`config.mk`:
```
export PLATFORM = sky130hd
export DESIGN_NAME = tx_key_timer
export DESIGN_NICKNAME = d
export VERILOG_FILES = /design/src/tx_timer_pkg.sv /design/src/tx_key_timer.sv
export SDC_FILE = /design/constraint.sdc
export NUM_CORES = 1
export LEC_CHECK = 0
export BUFFER_PORTS_ARGS = -buffer_cell sky130_fd_sc_hd__buf_2
export CORE_AREA = 2 2 143 131
export DETAILED_ROUTE_END_ITERATION = 6
export DIE_AREA = 0 0 145 133
export PLACE_DENSITY = 0.8
export SYNTH_ARGS = -nofsm -noshare
export SYNTH_HDL_FRONTEND = slang
export SYNTH_SLANG_ARGS = --single-unit
```
`constraint.sdc`:
```
create_clock -name pclk -period 7.8 [get_ports pclk]
set_input_delay 1.17 -clock pclk [delete_from_list [all_inputs] [get_ports pclk]]
set_output_delay 1.17 -clock pclk [all_outputs]
set_load 0.05 [all_outputs]
```
`src/tx_timer_pkg.sv`:
```
/*
 * Constants, types and register map for the transmit keying and timer controller.
 * Assumes a 100 MHz pclk and a 32-bit APB master.
 */
package tx_timer_pkg;

    // ----------------------------------------
    // timing
    // ----------------------------------------
    localparam int CLK_NS = 10;
    localparam int TICK_MS = 10;
    localparam int TICK_CYCLES = (TICK_MS * 1000000) / CLK_NS;
    localparam int TAIL_STEP_MS = 100;
    localparam int TAIL_STEP_EXT_MS = 20;
    localparam int TAIL_MAX_MS = 5000;
    localparam int LONG_STEP_S = 10;
    localparam int TOUT_MAX_S = 300;
    localparam int TOUT_MAX_EXT_S = 600;
    localparam int LOCK_MAX_S = 60;
    localparam int OSC_HOLD_MS = 50;
    localparam logic [15:0] TAIL_TICKS = 16'(TAIL_STEP_MS / TICK_MS);
    localparam logic [15:0] TAIL_TICKS_EXT = 16'(TAIL_STEP_EXT_MS / TICK_MS);
    localparam logic [15:0] LONG_TICKS = 16'(LONG_STEP_S * 1000 / TICK_MS);
    localparam logic [15:0] OSC_HOLD_TICKS = 16'(OSC_HOLD_MS / TICK_MS);
    localparam logic [7:0] TAIL_MAX_STEPS = 8'(TAIL_MAX_MS / TAIL_STEP_MS);
    localparam logic [7:0] TAIL_MAX_STEPS_EXT = 8'(TAIL_MAX_MS / TAIL_STEP_EXT_MS);
    localparam logic [7:0] TOUT_MAX_STEPS = 8'(TOUT_MAX_S / LONG_STEP_S);
    localparam logic [7:0] TOUT_MAX_STEPS_EXT = 8'(TOUT_MAX_EXT_S / LONG_STEP_S);
    localparam logic [7:0] LOCK_MAX_STEPS = 8'(LOCK_MAX_S / LONG_STEP_S);

    // ----------------------------------------
    // register map
    // ----------------------------------------
    localparam logic [11:0] ADDR_CTRL = 12'h000;
    localparam logic [11:0] ADDR_TAIL = 12'h004;
    localparam logic [11:0] ADDR_TOUT = 12'h008;
    localparam logic [11:0] ADDR_LOCK = 12'h00C;
    localparam logic [11:0] ADDR_STATUS = 12'h010;
    localparam logic [11:0] ADDR_INT_STAT = 12'h014;
    localparam logic [11:0] ADDR_INT_MASK = 12'h018;
    localparam int CTRL_EXT_BIT = 0;
    localparam int NUM_EVENTS = 5;
    localparam int EV_KEY_START = 0;
    localparam int EV_TIMEOUT = 1;
    localparam int EV_LOCK_END = 2;
    localparam int EV_UNLOCK = 3;
    localparam int EV_TAIL_END = 4;

    // ----------------------------------------
    // types
    // ----------------------------------------
    typedef enum logic [4:0] {
        ST_IDLE = 5'h01,
        ST_KEYED = 5'h02,
        ST_TAIL = 5'h04,
        ST_LOCKOUT = 5'h08,
        ST_WAIT_REL = 5'h10
    } state_type;

    typedef struct packed {
        logic unlock;
        logic opto;
        logic ptt;
        logic carrier;
        logic ext_key;
    } pin_in_type;

endpackage

```
`src/tx_key_timer.sv`:
```
/*
 * Transmit keying and timer controller: key source merge, tail, timeout,
 * lockout, supply sequencing and lock gating, with an APB register slave.
 * Assumes all pin inputs are asynchronous to pclk and an APB master on pclk.
 */
// Implementation choices: the placing of the registers and the APB register port.
// What this block does
// RULE1: a low external key request line requests transmission.
// RULE2: carrier button keys the transmitter and mutes all audio while it keys.
// RULE3: microphone push-to-talk keys and disables line audio, leaving microphone only.
// RULE4: the isolated opto-key input keys like any other source.
// RULE5: after all keys drop, stay transmitting for tail of 0-5 s, 100 ms steps.
// RULE6: timeout of 0-300 s in 10 s steps stops transmit; needs fresh key.
// RULE7: after timeout refuse keying for lockout of 0-60 s in 10 s steps.
// RULE8: extended mode gives 20 ms tail steps and 600 s timeout ceiling.
// RULE9: transmit supply is switched only by the derived transmit enable.
// RULE10: out of lock inhibits power control and RF drive even while keyed.
// RULE11: loss of lock cuts the drive amplifier supply.
// RULE12: oscillator supply stays on for a short hold after transmit supply drops.
// RULE13: key request is OR of four sources; rekey during tail cancels tail.
// RULE14: a timer value of zero disables that timer.
`timescale 1ns/1ps
module tx_key_timer #(
    parameter int TICK_CYCLES = tx_timer_pkg::TICK_CYCLES
) (
    input wire logic pclk, // system clock
    input wire logic presetn, // async reset, active low
    input wire logic psel, // apb select
    input wire logic penable, // apb enable
    input wire logic pwrite, // apb direction
    input wire logic [11:0] paddr, // apb byte address
    input wire logic [31:0] pwdata, // apb write data
    output logic [31:0] prdata, // apb read data
    output logic pready, // apb ready
    output logic pslverr, // apb error on unmapped address
    input wire logic ext_key_n, // rear key request, low keys
    input wire logic carrier_btn, // front carrier-only button
    input wire logic mic_ptt, // microphone push-to-talk
    input wire logic opto_key, // isolated opto-key input
    input wire logic synth_unlock, // lock indicator, high out of lock
    output logic tx_reg_en, // transmit regulator supply switch
    output logic osc_supply_en, // oscillator supply
    output logic drive_supply_en, // drive amplifier supply
    output logic power_ctrl_en, // power control enable
    output logic rf_drive_en, // rf switch at drive amplifier input
    output logic audio_mute, // mute every audio path
    output logic line_audio_dis, // disable line audio input
    output logic irq // interrupt, high while unmasked event pending
);

    // ----------------------------------------
    // declarations
    // ----------------------------------------
    localparam int TW = $clog2(TICK_CYCLES + 1);
    tx_timer_pkg::pin_in_type s1_ff, s2_ff, s3_ff, pins_ff;
    tx_timer_pkg::state_type state_ff;
    logic [TW-1:0] tick_cnt_ff;
    logic tick_ff;
    logic [15:0] tmr_ff, tout_ff, osc_cnt_ff;
    logic [7:0] tail_cfg_ff, tout_cfg_ff, lock_cfg_ff;
    logic ext_mode_ff, unlock_d_ff;
    logic [tx_timer_pkg::NUM_EVENTS-1:0] int_stat_ff, int_mask_ff, nxt_int_stat, ev;
    logic [15:0] tail_ticks, tout_ticks, lock_ticks;
    logic key_any, tx_on, tout_hit, unlock_s;
    logic wr_en, setup, mapped;
    logic [31:0] rd_val;

    function automatic logic [7:0] clamp(input logic [31:0] v, input logic [7:0] lim);
        clamp = (v > 32'(lim)) ? lim : v[7:0];
    endfunction

    function automatic logic [15:0] scale(input logic [7:0] steps, input logic [15:0] unit);
        logic [23:0] p;
        p = 24'(steps) * 24'(unit);
        scale = p[15:0];
    endfunction

    // ----------------------------------------
    // pin synchronisers
    // ----------------------------------------
    // a bit changes only when the second and third stages agree
    always_ff @(posedge pclk or negedge presetn) begin
        if (!presetn) begin
            s1_ff <= '0;
            s2_ff <= '0;
            s3_ff <= '0;
            pins_ff <= '0;
        end else begin
            // RULE1: rear line keys when low
            s1_ff <= {synth_unlock, opto_key, mic_ptt, carrier_btn, ~ext_key_n};
            s2_ff <= s1_ff;
            s3_ff <= s2_ff;
            pins_ff <= (s2_ff & s3_ff) | (pins_ff & (s2_ff ^ s3_ff));
        end
    end

    // RULE13: or of four sources
    // RULE4: opto key joins the merge
    assign key_any = pins_ff.ext_key | pins_ff.carrier | pins_ff.ptt | pins_ff.opto;
    assign unlock_s = pins_ff.unlock;
    assign tx_on = (state_ff == tx_timer_pkg::ST_KEYED) || (state_ff == tx_timer_pkg::ST_TAIL);

    // ----------------------------------------
    // tick prescaler
    // ----------------------------------------
    always_ff @(posedge pclk or negedge presetn) begin
        if (!presetn) begin
            tick_cnt_ff <= '0;
            tick_ff <= 1'b0;
        end else begin
            tick_ff <= (tick_cnt_ff == TW'(TICK_CYCLES - 1));
            tick_cnt_ff <= (tick_cnt_ff == TW'(TICK_CYCLES - 1)) ? '0 : tick_cnt_ff + 1'b1;
        end
    end

    // ----------------------------------------
    // timer limits
    // ----------------------------------------
    // RULE8: extended mode shortens tail steps
    assign tail_ticks = scale(tail_cfg_ff, ext_mode_ff ? tx_timer_pkg::TAIL_TICKS_EXT : tx_timer_pkg::TAIL_TICKS);
    assign tout_ticks = scale(tout_cfg_ff, tx_timer_pkg::LONG_TICKS);
    assign lock_ticks = scale(lock_cfg_ff, tx_timer_pkg::LONG_TICKS);
    // RULE14: zero disables the timeout
    assign tout_hit = (tout_cfg_ff != '0) && (tout_ff >= tout_ticks);

    // ----------------------------------------
    // keying sequencer
    // ----------------------------------------
    // the timeout counter keeps running through the tail, so a rekeyed tail
    // cannot be used to stretch one transmission past the limit
    always_ff @(posedge pclk or negedge presetn) begin
        if (!presetn) begin
            state_ff <= tx_timer_pkg::ST_IDLE;
            tmr_ff <= '0;
            tout_ff <= '0;
        end else begin
            if (tick_ff && tx_on && !tout_hit)
                tout_ff <= tout_ff + 1'b1;
            if (tick_ff && (state_ff == tx_timer_pkg::ST_TAIL || state_ff == tx_timer_pkg::ST_LOCKOUT))
                tmr_ff <= tmr_ff + 1'b1;
            case (state_ff)
                tx_timer_pkg::ST_IDLE: begin
                    tout_ff <= '0;
                    if (key_any)
                        state_ff <= tx_timer_pkg::ST_KEYED;
                end
                tx_timer_pkg::ST_KEYED, tx_timer_pkg::ST_TAIL: begin
                    if (tout_hit) begin
                        // RULE6: timeout ends transmission
                        // RULE7: lockout only when programmed
                        tmr_ff <= '0;
                        state_ff <= (lock_cfg_ff != '0) ? tx_timer_pkg::ST_LOCKOUT : tx_timer_pkg::ST_WAIT_REL;
                    end else if (key_any) begin
                        // RULE13: rekey cancels the tail
                        tmr_ff <= '0;
                        state_ff <= tx_timer_pkg::ST_KEYED;
                    end else if (state_ff == tx_timer_pkg::ST_KEYED) begin
                        // RULE5: start tail hold
                        // RULE14: zero tail drops at once
                        tmr_ff <= '0;
                        state_ff <= (tail_cfg_ff != '0) ? tx_timer_pkg::ST_TAIL : tx_timer_pkg::ST_IDLE;
                    end else if (tmr_ff >= tail_ticks) begin
                        state_ff <= tx_timer_pkg::ST_IDLE;
                    end
                end
                tx_timer_pkg::ST_LOCKOUT: begin
                    // RULE7: refuse keying until elapsed
                    if (tmr_ff >= lock_ticks)
                        state_ff <= tx_timer_pkg::ST_WAIT_REL;
                end
                tx_timer_pkg::ST_WAIT_REL: begin
                    // RULE6: fresh key needed
                    if (!key_any)
                        state_ff <= tx_timer_pkg::ST_IDLE;
                end
                default: state_ff <= tx_timer_pkg::ST_IDLE;
            endcase
        end
    end

    // ----------------------------------------
    // supply and rf outputs
    // ----------------------------------------
    always_ff @(posedge pclk or negedge presetn) begin
        if (!presetn) begin
            tx_reg_en <= 1'b0;
            drive_supply_en <= 1'b0;
            power_ctrl_en <= 1'b0;
            rf_drive_en <= 1'b0;
            audio_mute <= 1'b0;
            line_audio_dis <= 1'b0;
        end else begin
            // RULE9: supply follows the keying logic only
            tx_reg_en <= tx_on;
            // RULE10: lock gates power control and rf
            // RULE11: unlock cuts drive supply
            drive_supply_en <= tx_on && !unlock_s;
            power_ctrl_en <= tx_on && !unlock_s;
            rf_drive_en <= tx_on && !unlock_s;
            // RULE2: carrier mutes all audio
            audio_mute <= tx_on && pins_ff.carrier;
            // RULE3: ptt drops line audio
            line_audio_dis <= pins_ff.ptt;
        end
    end

    // RULE12: oscillator hold after supply off
    always_ff @(posedge pclk or negedge presetn) begin
        if (!presetn) begin
            osc_cnt_ff <= '0;
            osc_supply_en <= 1'b0;
        end else begin
            if (tx_on)
                osc_cnt_ff <= tx_timer_pkg::OSC_HOLD_TICKS;
            else if (tick_ff && osc_cnt_ff != '0)
                osc_cnt_ff <= osc_cnt_ff - 1'b1;
            osc_supply_en <= tx_on || (osc_cnt_ff != '0);
        end
    end

    // ----------------------------------------
    // apb slave
    // ----------------------------------------
    // zero wait state: ready in the first access cycle
    assign setup = psel && !penable;
    assign wr_en = psel && penable && pready && pwrite;
    assign mapped = (paddr <= tx_timer_pkg::ADDR_INT_MASK) && (paddr[1:0] == 2'h0);

    always_comb begin
        rd_val = '0;
        case (paddr)
            tx_timer_pkg::ADDR_CTRL: rd_val[tx_timer_pkg::CTRL_EXT_BIT] = ext_mode_ff;
            tx_timer_pkg::ADDR_TAIL: rd_val[7:0] = tail_cfg_ff;
            tx_timer_pkg::ADDR_TOUT: rd_val[7:0] = tout_cfg_ff;
            tx_timer_pkg::ADDR_LOCK: rd_val[7:0] = lock_cfg_ff;
            tx_timer_pkg::ADDR_STATUS: rd_val[15:0] = {6'h00, state_ff, pins_ff};
            tx_timer_pkg::ADDR_INT_STAT: rd_val[tx_timer_pkg::NUM_EVENTS-1:0] = int_stat_ff;
            tx_timer_pkg::ADDR_INT_MASK: rd_val[tx_timer_pkg::NUM_EVENTS-1:0] = int_mask_ff;
            default: rd_val = '0;
        endcase
    end

    always_ff @(posedge pclk or negedge presetn) begin
        if (!presetn) begin
            pready <= 1'b0;
            pslverr <= 1'b0;
            prdata <= '0;
        end else begin
            pready <= setup;
            pslverr <= setup && !mapped;
            prdata <= setup ? rd_val : '0;
        end
    end

    // limits are applied on write so readback shows the value in force
    always_ff @(posedge pclk or negedge presetn) begin
        if (!presetn) begin
            ext_mode_ff <= 1'b0;
            tail_cfg_ff <= '0;
            tout_cfg_ff <= '0;
            lock_cfg_ff <= '0;
            int_mask_ff <= '0;
        end else if (wr_en) begin
            case (paddr)
                // RULE8: extended mode select
                tx_timer_pkg::ADDR_CTRL: ext_mode_ff <= pwdata[tx_timer_pkg::CTRL_EXT_BIT];
                tx_timer_pkg::ADDR_TAIL: tail_cfg_ff <= clamp(pwdata,
                    ext_mode_ff ? tx_timer_pkg::TAIL_MAX_STEPS_EXT : tx_timer_pkg::TAIL_MAX_STEPS);
                tx_timer_pkg::ADDR_TOUT: tout_cfg_ff <= clamp(pwdata,
                    ext_mode_ff ? tx_timer_pkg::TOUT_MAX_STEPS_EXT : tx_timer_pkg::TOUT_MAX_STEPS);
                tx_timer_pkg::ADDR_LOCK: lock_cfg_ff <= clamp(pwdata, tx_timer_pkg::LOCK_MAX_STEPS);
                tx_timer_pkg::ADDR_INT_MASK: int_mask_ff <= pwdata[tx_timer_pkg::NUM_EVENTS-1:0];
                default: ;
            endcase
        end
    end

    // ----------------------------------------
    // interrupts
    // ----------------------------------------
    always_comb begin
        ev = '0;
        ev[tx_timer_pkg::EV_KEY_START] = (state_ff == tx_timer_pkg::ST_IDLE) && key_any;
        ev[tx_timer_pkg::EV_TIMEOUT] = tx_on && tout_hit;
        ev[tx_timer_pkg::EV_LOCK_END] = (state_ff == tx_timer_pkg::ST_LOCKOUT) && (tmr_ff >= lock_ticks);
        ev[tx_timer_pkg::EV_UNLOCK] = unlock_s && !unlock_d_ff;
        ev[tx_timer_pkg::EV_TAIL_END] = (state_ff == tx_timer_pkg::ST_TAIL) && !key_any && !tout_hit
            && (tmr_ff >= tail_ticks);
        // a new event wins over a clear in the same cycle
        nxt_int_stat = int_stat_ff;
        if (wr_en && paddr == tx_timer_pkg::ADDR_INT_STAT)
            nxt_int_stat = nxt_int_stat & ~pwdata[tx_timer_pkg::NUM_EVENTS-1:0];
        nxt_int_stat = nxt_int_stat | ev;
    end

    always_ff @(posedge pclk or negedge presetn) begin
        if (!presetn) begin
            int_stat_ff <= '0;
            unlock_d_ff <= 1'b0;
            irq <= 1'b0;
        end else begin
            int_stat_ff <= nxt_int_stat;
            unlock_d_ff <= unlock_s;
            irq <= |(nxt_int_stat & int_mask_ff);
        end
    end
endmodule

```
# Yosys cells after proc, flatten, opt, wreduce, memory -nomap -nowiden
# Cells that the tools add are included.
[word_totals] reg_bits=148 latchBits=0 mem_bits_rw=0 romBits=0 in_bits=54 out_inout_bits=42 wordCells=162 mem_count=0
[classes] add_sub_neg=4 multipliers=3 div_mod_pow=0 order_cmp=7 n_eq_ne=16 shift=0 n_mux=32 bitwise=12 reduce_logical=46
[op_table] operator="16-bit 2-to-1 mux" count=9
[op_table] operator="5-bit 2-to-1 mux" count=9
[op_table] operator="12-bit by 5-bit == test with 1-bit output (second input constant)" count=3
[op_table] operator="16-bit by 1-bit adder with 16-bit output (second input constant)" count=2
[op_table] operator="16-bit >= comparator" count=2
[op_table] operator="32-bit by 3-bit greater-than comparator with 1-bit output (second input constant)" count=1
[op_table] operator="32-bit by 6-bit greater-than comparator with 1-bit output" count=1
[op_table] operator="32-bit by 8-bit greater-than comparator with 1-bit output" count=1
[op_table] operator="8-bit 2-to-1 mux" count=4
[op_table] operator="8-bit by 7-bit multiplier with 13-bit output (second input constant)" count=2
[op_table] operator="12-bit by 4-bit == test with 1-bit output (second input constant)" count=2
[op_table] operator="4-bit case mux with 6 select lines" count=1
[op_table] operator="8-bit nonzero test" count=3
[op_table] operator="1-bit logical AND" count=21
[op_table] operator="20-bit by 1-bit adder with 20-bit output (second input constant)" count=1
[op_table] operator="5-bit bitwise AND" count=4
[op_table] operator="20-bit == test (second input constant)" count=1
[op_table] operator="20-bit 2-to-1 mux" count=1
[op_table] operator="5-bit case mux with 4 select lines" count=1
[op_table] operator="16-bit by 12-bit >= comparator with 1-bit output" count=1
[op_table] operator="16-bit nonzero test" count=1
[op_table] operator="16-bit by 1-bit subtractor with 16-bit output (second input constant)" count=1
[op_table] operator="12-bit by 3-bit == test with 1-bit output (second input constant)" count=1
[op_table] operator="12-bit by 5-bit <= comparator with 1-bit output (second input constant)" count=1
[op_table] operator="30 further kinds" count=46

# Longest topological paths before layout
# Gate-level depths: netlist of the first run.
[logic_depth] ltp_word=10 mapped_depth=24 ltp_nobuf=23

# Worst setup path before layout of the first run
# Ideal clock, no wire load.
[synth_timing] kind="reg-to-reg" from="register tout_cfg_ff[0]" to="register tout_ff[8]" setup_time_ps=78 arrival_time_ps=5634 required_time_ps=7722 slack_ps=2088 path_stages_with_launch=21 n_path_buf=0 period_less_slack_ps=5712 cell_sequence="dfrtp_1 > fa_1 > xor2_1 > ha_1 > fa_1 > inv_1 > fa_1 > inv_1 > ha_1 > inv_1 > o21ai_0 > a2111oi_0 > o31ai_1 > a21oi_1 > xnor2_1 > ha_1 > a21boi_0 > o31ai_1 > nand4_1 > or4_1 > a21oi_1"
[synth_between] elab_chain_len=6 word_cells_on_any_way=7 cone_classes="1 x mul; 1 x order compare; 5 x reduce/logical"
[synth_lines] item="start, declared" line="tx_key_timer.sv:60" rtl="logic [7:0] tail_cfg_ff, tout_cfg_ff, lock_cfg_ff;"
[synth_lines] item="start signal, assigned" line="tx_key_timer.sv:269" rtl="tx_timer_pkg::ADDR_TOUT: tout_cfg_ff <= clamp(pwdata,"
[synth_lines] item="8-bit by 7-bit multiplier with 13-bit output" line="tx_key_timer.sv:74" rtl="p = 24'(steps) * 24'(unit);"
[synth_lines] item="16-bit >= comparator" line="tx_key_timer.sv:124" rtl="assign tout_hit = (tout_cfg_ff != '0) && (tout_ff >= tout_ticks);"
[synth_lines] item="1-bit logical AND *" line="tx_key_timer.sv:124"
[synth_lines] item="1-bit zero test *" line="tx_key_timer.sv:137" rtl="if (tick_ff && tx_on && !tout_hit)"
[synth_lines] item="1-bit logical AND *" line="tx_key_timer.sv:137"
[synth_lines] item="2-bit nonzero test (no line) *"
[synth_lines] item="end signal, assigned" line="tx_key_timer.sv:138" rtl="tout_ff <= tout_ff + 1'b1;"
[synth_lines] item="end, declared" line="tx_key_timer.sv:59" rtl="logic [15:0] tmr_ff, tout_ff, osc_cnt_ff;"
# Every way passes the cells marked *; elsewhere a longest branch is shown, timed or not.
# A chain may end at the register's enable or synchronous reset.

# Worst setup path in the final report of the first run
# Same ends and word-level chain as after synthesis.

==> results of run 1 <==
[registers in the layout (all words and copies together), names as in the netlist, 8 cells and up]
register     count
osc_cnt_ff      16
tout_cfg_ff      8
prdata          10
tick_cnt_ff     20
tail_cfg_ff      8
lock_cfg_ff      8
tmr_ff          16
tout_ff         16
[worst max-delay path, stage by stage, from the launching register on]
cell and delay (ps):
dfrtp_1 490, fa_1 640, xor2_1 160, ha_1 260, fa_1 510, inv_1 50, fa_1 490, inv_1 40
ha_1 300, inv_1 90, o21ai_0 130, a2111oi_0 610, o31ai_1 140, a21oi_1 210, xnor2_1 170, ha_1 270
nand4_1 130, nor2_1 60, o31ai_1 450, nand4_1 520, or4_1 570, a21oi_1 160
[per-stage QoR]
stage	hold slack [ps]	worst slack (ps)
finish	346	1280
global placement	335	1660
detailed placement	335	1400
floorplan	331	2090
global route	366	714
CTS	349	1380
[logic make-up (layout without fill, tap and decap cells)]
kind of cell	count (synthesis)	in the layout	share of synthesized area
AO/OA/AOI/OAI	161	161	0.100
XOR/XNOR	86	86	0.0709
adder cells (fa/ha/maj)	181	181	0.244
buffers and inverters	171	227	0.0697
flip-flops	148	148	0.349
multiplexers	10	10	0.00965
other	1	22	0.000353
AND/OR/NAND/NOR	332	332	0.156
[synth_stat cells, types with 24 or more instances]
library cell,instances
fa_1,44
o21ai_0,30
nand2_1,58
inv_1,119
nor2_1,104
buf_4,24
dfrtp_1,147
xor2_1,35
clkbuf_1,25
a21oi_1,40
xnor2_1,51
ha_1,137
nor4_1,25
nand3_1,30
[metal layers]
| layer | global-route usage | vias up |
|---|---|---|
| li1 | - | 3840 |
| met2 | 0.389 | 321 |
| met3 | 0.0641 | 49 |
| met4 | 0.0660 | 0 |
| met1 | 0.348 | 3893 |
| met5 | 0 | - |
[path summary, 6_finish.rpt]
| path | depth (start not counted) | startpoint | endpoint |
|---|---|---|---|
| setup / recovery | 21 | tout_cfg_ff[0] | tout_ff[8] |
| hold / removal | 0 | s1_ff[3] | s2_ff[3] |
| setup reg to reg | 21 | tout_cfg_ff[0] | tout_ff[8] |
| hold reg to reg | 0 | s1_ff[3] | s2_ff[3] |
| max in group asynchronous | 2 | presetn | lock_cfg_ff[6] |
| min in group asynchronous | 1 | presetn | tmr_ff[13] |
[power breakdown]
part           switching, W  total, W  internal, W
logic              0.000193  0.000251    0.0000580
registers         0.0000259  0.000816     0.000790
clock network      0.000344  0.000782     0.000437
total              0.000563   0.00185      0.00128
[final cells by class]
| type | count | area share |
|---|---|---|
| multi-input combinational | 792 | 0.536 |
| sequential | 148 | 0.317 |
| clock buffer | 20 | 0.0400 |
| inverter | 119 | 0.0382 |
| timing repair buffer | 76 | 0.0337 |
| tap | 245 | 0.0262 |
| clock inverter | 12 | 0.00836 |
[placed cells by master (no fill, tap or decap), drive strengths merged, types with 5 or more instances in the layout]
cell type | netlist | layout
dfrtp | 147 | 147
a22o | 10 | 10
and3 | 16 | 16
xor2 | 35 | 35
nand2 | 58 | 58
and4 | 5 | 5
or2 | 6 | 6
mux2i | 8 | 8
inv | 119 | 122
a31oi | 10 | 10
xnor2 | 51 | 51
nand2b | 7 | 7
and2 | 6 | 6
nor2b | 15 | 15
or3 | 9 | 9
nor4 | 25 | 25
ha | 137 | 137
nand4 | 19 | 19
clkinv | 0 | 7
clkbuf | 25 | 20
fa | 44 | 44
buf | 27 | 76
o21ai | 32 | 32
conb | 1 | 22
nor3 | 22 | 22
a21oi | 40 | 40
nor2 | 104 | 104
a22oi | 16 | 16
a21o | 13 | 13
nand3 | 31 | 31
==> key figures, run 1 <==
Synth
  – Syn Inst Count: 1090
  – Synth area leaders: dfrtp_1 35%, ha_1 16%, fa_1 8.3%, inv_1 4.2%, xnor2_1 4.2%
  – Yosys top cell by area: dfrtp_1
  – Seq/Total Area, Yosys: 0.349
  – Avg Cell Area, Syn: around 10 µm²
  – #FFs+latches synth: about 150
  – Ys flop type: dfrtp_1
  – Top cell type's share of synthesized area: 0.346
  – Netlist Area Pre-Place: ~11000 µm²
  – EDFF count, synth: 0
  – Syn. warnings: 0
  – Synth cell types: 62
  – FFs w/ async S/R, synth: 1.00

Routing
  – Met3 wire length: between 2000 and 2500 µm
  – Wirelength per Cell: 16.2 µm
  – Highest routed layer: met4
  – Vias per std cell: around 5.7
  – Final wirelength: 22800 µm
  – Via count: approximately 8100
  – Final ANT Viol Nets: 0
  – Detailed Route Iter0 Violations: just over 600
  – Detail Route met2 WL: ~10000 µm
  – DRC: 0
  – Length of routed wiring on met1: 10200 µm
  – Pre-antenna DRT Iters: 6

STA
  – Slew HR: 0.316
  – Fin. Hold Viols: 0
  – Setup_tns: 0 ps
  – Worst-Margin Slew: a little over 1000 ps
  – Fin crit period: about 6500 ps
  – RSZ-0062 raised after global routing: false
  – Final Slew Violations: 0
  – Skew final: approximately 13 ps
  – # setup viols final: 0
  – FMAX: ~0.15 GHz
  – Period Utilization, post-route: 0.836

Floorplanning
  – Num rows: 47
  – Initial Util: 0.593
  – Die width: about 150 µm
  – Die area: around 19000 µm²
  – Core Box Area: 17900 µm²
  – Die Height: between 100 and 150 µm
  – IO Pins: 96

Worst setup path
  – WP data required: slightly above 8000 ps
  – Worst Setup Start Kind: flip-flop
  – R2r setup slk: 1280 ps
  – Worst endpoint data arrival time: 6860 ps
  – Worst setup EP type: flip-flop
  – CP Class: flip-flop to flip-flop
  – Worst Path Max Fanout: 10

Clock tree
  – # clock sinks: roughly 150
  – Clock Pin Slew Worst Setup and Hold Paths: roughly 60 ps
  – CTS tree: built
  – Max clock buf depth: 2
  – Post-CTS setup buffer count: 0
  – Post-CTS Hold Buffers: 0
  – TritonCTS Buffers: 17
  – Worst-Skew Late Latency: 430 ps
  – CTS resizes: 0
  – H-tree Lvls: 4
  – Clock Tree Root: clkbuf_16

Placed design
  – Placement Cell Area: about 11000 µm²
  – Placer Congestion: 0.929
  – Dpl hpwl: between 15000 and 20000 µm
  – Post-placement cell count: around 1400
  – PortBufs: 73

Layout
  – Multi-input logic area: 6260 µm²
  – Final Instance Area: about 12000 µm²
  – # diodes: 0
  – Total area of sequential cells: between 3000 and 4000 µm²
  – Layout area overhead: 9.88%
  – Util after Layout: 0.651
  – Proportion of layout cells with a drive suffix above 1: 0.103
  – Final net count: 1389
  – Fill count: 1367
  – Final cell count without fillers: between 1000 and 1500

Run status
  – Status: finished, final reports clean

Global route
  – Vias in the first global route: just under 8000
  – Remaining global-route overflow: 0
  – First-pass GRT wire length: ~39000 µm
  – Global-route usage over all layers: 0.249
  – Initial antenna violation count: 0
  – Largest net degree at the start of global routing: 76

Pwr
  – Final Power: about 0.0018 W
  – P_leak: 5.88 nW
  – P per Cell Area: roughly 160 nW/µm²
  – Peak supply drop: approximately 0.00018 V

Min path
  – Path type of the worst min-delay path: flip-flop to flip-flop

Job
  – Max Cap Viol: 0
(Power assumes the default switching activity.)
==> inputs of run 2 (changes only) <==
--- a/config.mk
+++ b/config.mk
@@ -6,10 +6,10 @@
 export NUM_CORES = 1
 export LEC_CHECK = 0
 export BUFFER_PORTS_ARGS = -buffer_cell sky130_fd_sc_hd__buf_2
-export CORE_AREA = 2 2 143 131
+export CORE_AREA = 2 2 150 137
 export DETAILED_ROUTE_END_ITERATION = 6
-export DIE_AREA = 0 0 145 133
-export PLACE_DENSITY = 0.8
+export DIE_AREA = 0 0 152 139
+export PLACE_DENSITY = 0.77
 export SYNTH_ARGS = -nofsm -noshare
 export SYNTH_HDL_FRONTEND = slang
 export SYNTH_SLANG_ARGS = --single-unit
==> constraint.sdc (replaced) <==
create_clock -name pclk -period 5.74 [get_ports pclk]
set_input_delay 0.861 -clock pclk [delete_from_list [all_inputs] [get_ports pclk]]
set_output_delay 0.861 -clock pclk [all_outputs]
set_load 0.05 [all_outputs]
==> run 2 against run 1 <==
Net effect:
- clock power is 42% higher
- die area is 9.6% higher
- sequential power is 36% higher
- count of clock-buffer cells in the layout is 1 lower
- via count is 2.1% higher
- critical path depth is 4 higher
- core utilization is 2.9 points lower
- fmax is 15% higher
- total power is 41% higher
- combinational power is 56% higher
- sequential share of layout area is 1.5 points lower
- wire length is 8.4% higher
- critical endpoint unchanged
- highest routed layer unchanged
==> key figures, run 2 (same netlist as run 1, synthesis figures left out) <==
STA
  – Skew final: 13.2 ps (was 13.1 ps)
  – Hold Slack: 349 ps (was 346 ps)
  – Fin crit period: 5690 ps (was 6520 ps)
  – Final Slew Violations: 0 (unchanged)
  – # setup viols final: 0 (unchanged)
  – RSZ-0062 raised after global routing: true (was false)
  – Worst-Margin Slew: 1160 ps (was 1020 ps)
  – Fin. Hold Viols: 0 (unchanged)
  – Slew HR: 0.219 (was 0.316)
  – Setup_tns: 0 ps (unchanged)
  – Final Worst Setup Slack: 55.0 ps (was 1280 ps)
  – FMAX: 0.176 GHz (was 0.153 GHz)
  – Period Utilization, post-route: 0.990 (was 0.836)

Clock tree
  – # clock sinks: 148 (unchanged)
  – Max clock buf depth: 2 (unchanged)
  – Clock Pin Slew Worst Setup and Hold Paths: 60 ps (about the same)
  – TritonCTS Buffers: 17 (unchanged)
  – Clock Tree Root: clkbuf_16 (unchanged)
  – Post-CTS Hold Buffers: 0 (unchanged)
  – Worst-Skew Late Latency: 430 ps (about the same)
  – H-tree Lvls: 4 (unchanged)
  – CTS tree: built (unchanged)

Pwr
  – P_leak: 6.10 nW (was 5.88 nW)
  – Peak supply drop: 0.000215 V (was 0.000177 V)
  – P per Cell Area: 213 nW/µm² (was 158 nW/µm²)

Global route
  – Initial antenna violation count: 0 (unchanged)
  – Global-route usage over all layers: 0.236 (was 0.249)
  – Largest net degree at the start of global routing: 96 (was 76)
  – First-pass GRT wire length: 40300 µm (was 38600 µm)
  – Remaining global-route overflow: 0 (unchanged)
  – Vias in the first global route: 8059 (was 7820)

Min path
  – Path type of the worst min-delay path: flip-flop to flip-flop (unchanged)

Floorplanning
  – IO Pins: 96 (unchanged)
  – Initial Util: 0.540 (was 0.593)
  – Die width: 152 µm (was 145 µm)
  – Die area: 21100 µm² (was 19300 µm²)
  – Core Box Area: 19700 µm² (was 17900 µm²)
  – Die Height: 139 µm (was 133 µm)
  – Num rows: 49 (was 47)

Routing
  – Pre-antenna DRT Iters: 7 (was 6)
  – Via count: 8275 (was 8103)
  – DRC: 0 (unchanged)
  – Vias per std cell: 5.68 (was 5.74)
  – Final ANT Viol Nets: 0 (unchanged)
  – Wirelength per Cell: 17.0 µm (was 16.2 µm)
  – Final wirelength: 24800 µm (was 22800 µm)
  – Detailed Route Iter0 Violations: 657 (was 619)

Placed design
  – Dpl ws: -200 ps (was 1400 ps)
  – Placer Congestion: 0.940 (was 0.929)
  – PortBufs: 73 (unchanged)
  – Post-placement cell count: 1414 (was 1380)
  – Placement Cell Area: 11300 µm² (was 11100 µm²)
  – Dpl hpwl: 18100 µm (was 17300 µm)

Job
  – Max Cap Viol: 0 (unchanged)

Layout
  – Fill count: 1566 (was 1367)
  – Max FFs per register: 20 (unchanged)
  – Total area of sequential cells: 3710 µm² (was 3700 µm²)
  – Proportion of layout cells with a drive suffix above 1: 0.159 (was 0.103)
  – Layout area overhead: 15.3% (was 9.88%)
  – Final Instance Area: 12300 µm² (was 11700 µm²)
  – Multi-input logic area: 6520 µm² (was 6260 µm²)
  – Commonest non-fill, non-tap cell in the layout: dfrtp_1 (unchanged)
  – Top reg by flops: tick_cnt_ff (unchanged)
  – # diodes: 0 (unchanged)
  – Final net count: 1424 (was 1389)
  – Commonest cells after routing, fill and taps aside: 145 x dfrtp_1, 132 x ha_1, 115 x inv_1 (was 147 x dfrtp_1, 137 x ha_1, 119 x inv_1)
  – Final cell count without fillers: 1457 (was 1412)

Worst setup path
  – Worst Path Max Fanout: 5 (was 10)
  – Worst setup EP type: flip-flop (unchanged)
  – CP Class: flip-flop to flip-flop (unchanged)
  – Worst endpoint data arrival time: 6020 ps (was 6860 ps)
  – WP data required: 6080 ps (was 8150 ps)
  – Buffers and inverters on the worst path: 7 (was 3)
  – Worst Setup Start Kind: flip-flop (unchanged)
  – Crit-path slowest cell: fa_1 (unchanged)
  – Slowest cell delay on critical path: 560 ps (was 640 ps)
  – CP delay by family, top: adder cells (unchanged)

Run status
  – Status: finished, final reports clean (unchanged)
==> run 2: cell types whose count changed in the layout (fill, tap and decap cells not counted), moves of 4 or more <==
cell	before	now
a21oi_1	40	34
a21oi_2	0	5
buf_4	3	33
clkinv_4	5	1
ha_1	137	132
ha_4	0	5
inv_1	119	115
nor4_1	25	17
nor4_2	0	5
o21ai_0	30	25
==> run 2: power by group <==
part           internal, W  switching [W]  total (W)
logic             0.000104       0.000287   0.000391
registers          0.00107      0.0000318    0.00111
clock network     0.000646       0.000466    0.00111
==> run 2: path summary, 6_finish.rpt <==
check	from	end	slack, ps	depth (start not counted)
setup / recovery	tout_cfg_ff[1]	tout_ff[8]	50	25
hold / removal	s1_ff[2]	s2_ff[2]	350	0
setup reg to reg	tout_cfg_ff[1]	tout_ff[8]	50	25
hold reg to reg	s1_ff[2]	s2_ff[2]	350	0
max in group asynchronous	presetn	osc_cnt_ff[9]	4020	2
min in group asynchronous	presetn	pins_ff[2]	510	1
==> run 2: metrics by stage <==
step / util / power, W
2_1_floorplan: - / 0.00136
3_3_place_gp: 0.575 / 0.00148
3_5_place_dp: 0.575 / 0.00149
4_1_cts: 0.609 / 0.00260
5_1_grt: 0.623 / 0.00271
6_report: 0.623 / 0.00261
==> run 2: what timing repair did <==
item	4_1_cts	5_1_grt
endpoints found under the setup margin	33	38
pin swaps	8	33
gates resized for setup	13	44
buffers inserted	2	8
cloned	1	0
==> run 2: metal layers <==
layer  wire, µm  up-vias  GRT usage
met5          0        -          0
met4        579        0     0.0797
met3       1850       49     0.0534
met2      11200      332      0.365
met1      11100     4004      0.330
li1           -     3890          -
==> run 2: cell type report <==
cell class / count / area share
Sequential cell: 148 / 0.303
Clock inverter: 13 / 0.0122
Tap cell: 255 / 0.0260
Timing Repair Buffer: 111 / 0.0553
Clock buffer: 19 / 0.0353
Multi-Input combinational cell: 792 / 0.532
Inverter: 119 / 0.0367
==> run 2: worst reg2reg max path, stage by stage (launching register included) <==
cell and delay (ps):
dfrtp_2 440, buf_4 160, inv_1 90, ha_1 260, ha_1 290, inv_1 50
fa_1 500, inv_1 50, fa_1 560, ha_4 240, a21oi_4 180, o21ai_4 80
a2111oi_4 340, buf_4 160, o31ai_1 70, a21oi_1 190, xnor2_1 160, ha_1 270
nand4_1 100, nor2_1 60, o31ai_1 240, buf_4 180, nand4_1 170, buf_6 230
or4_4 410, a21oi_2 130
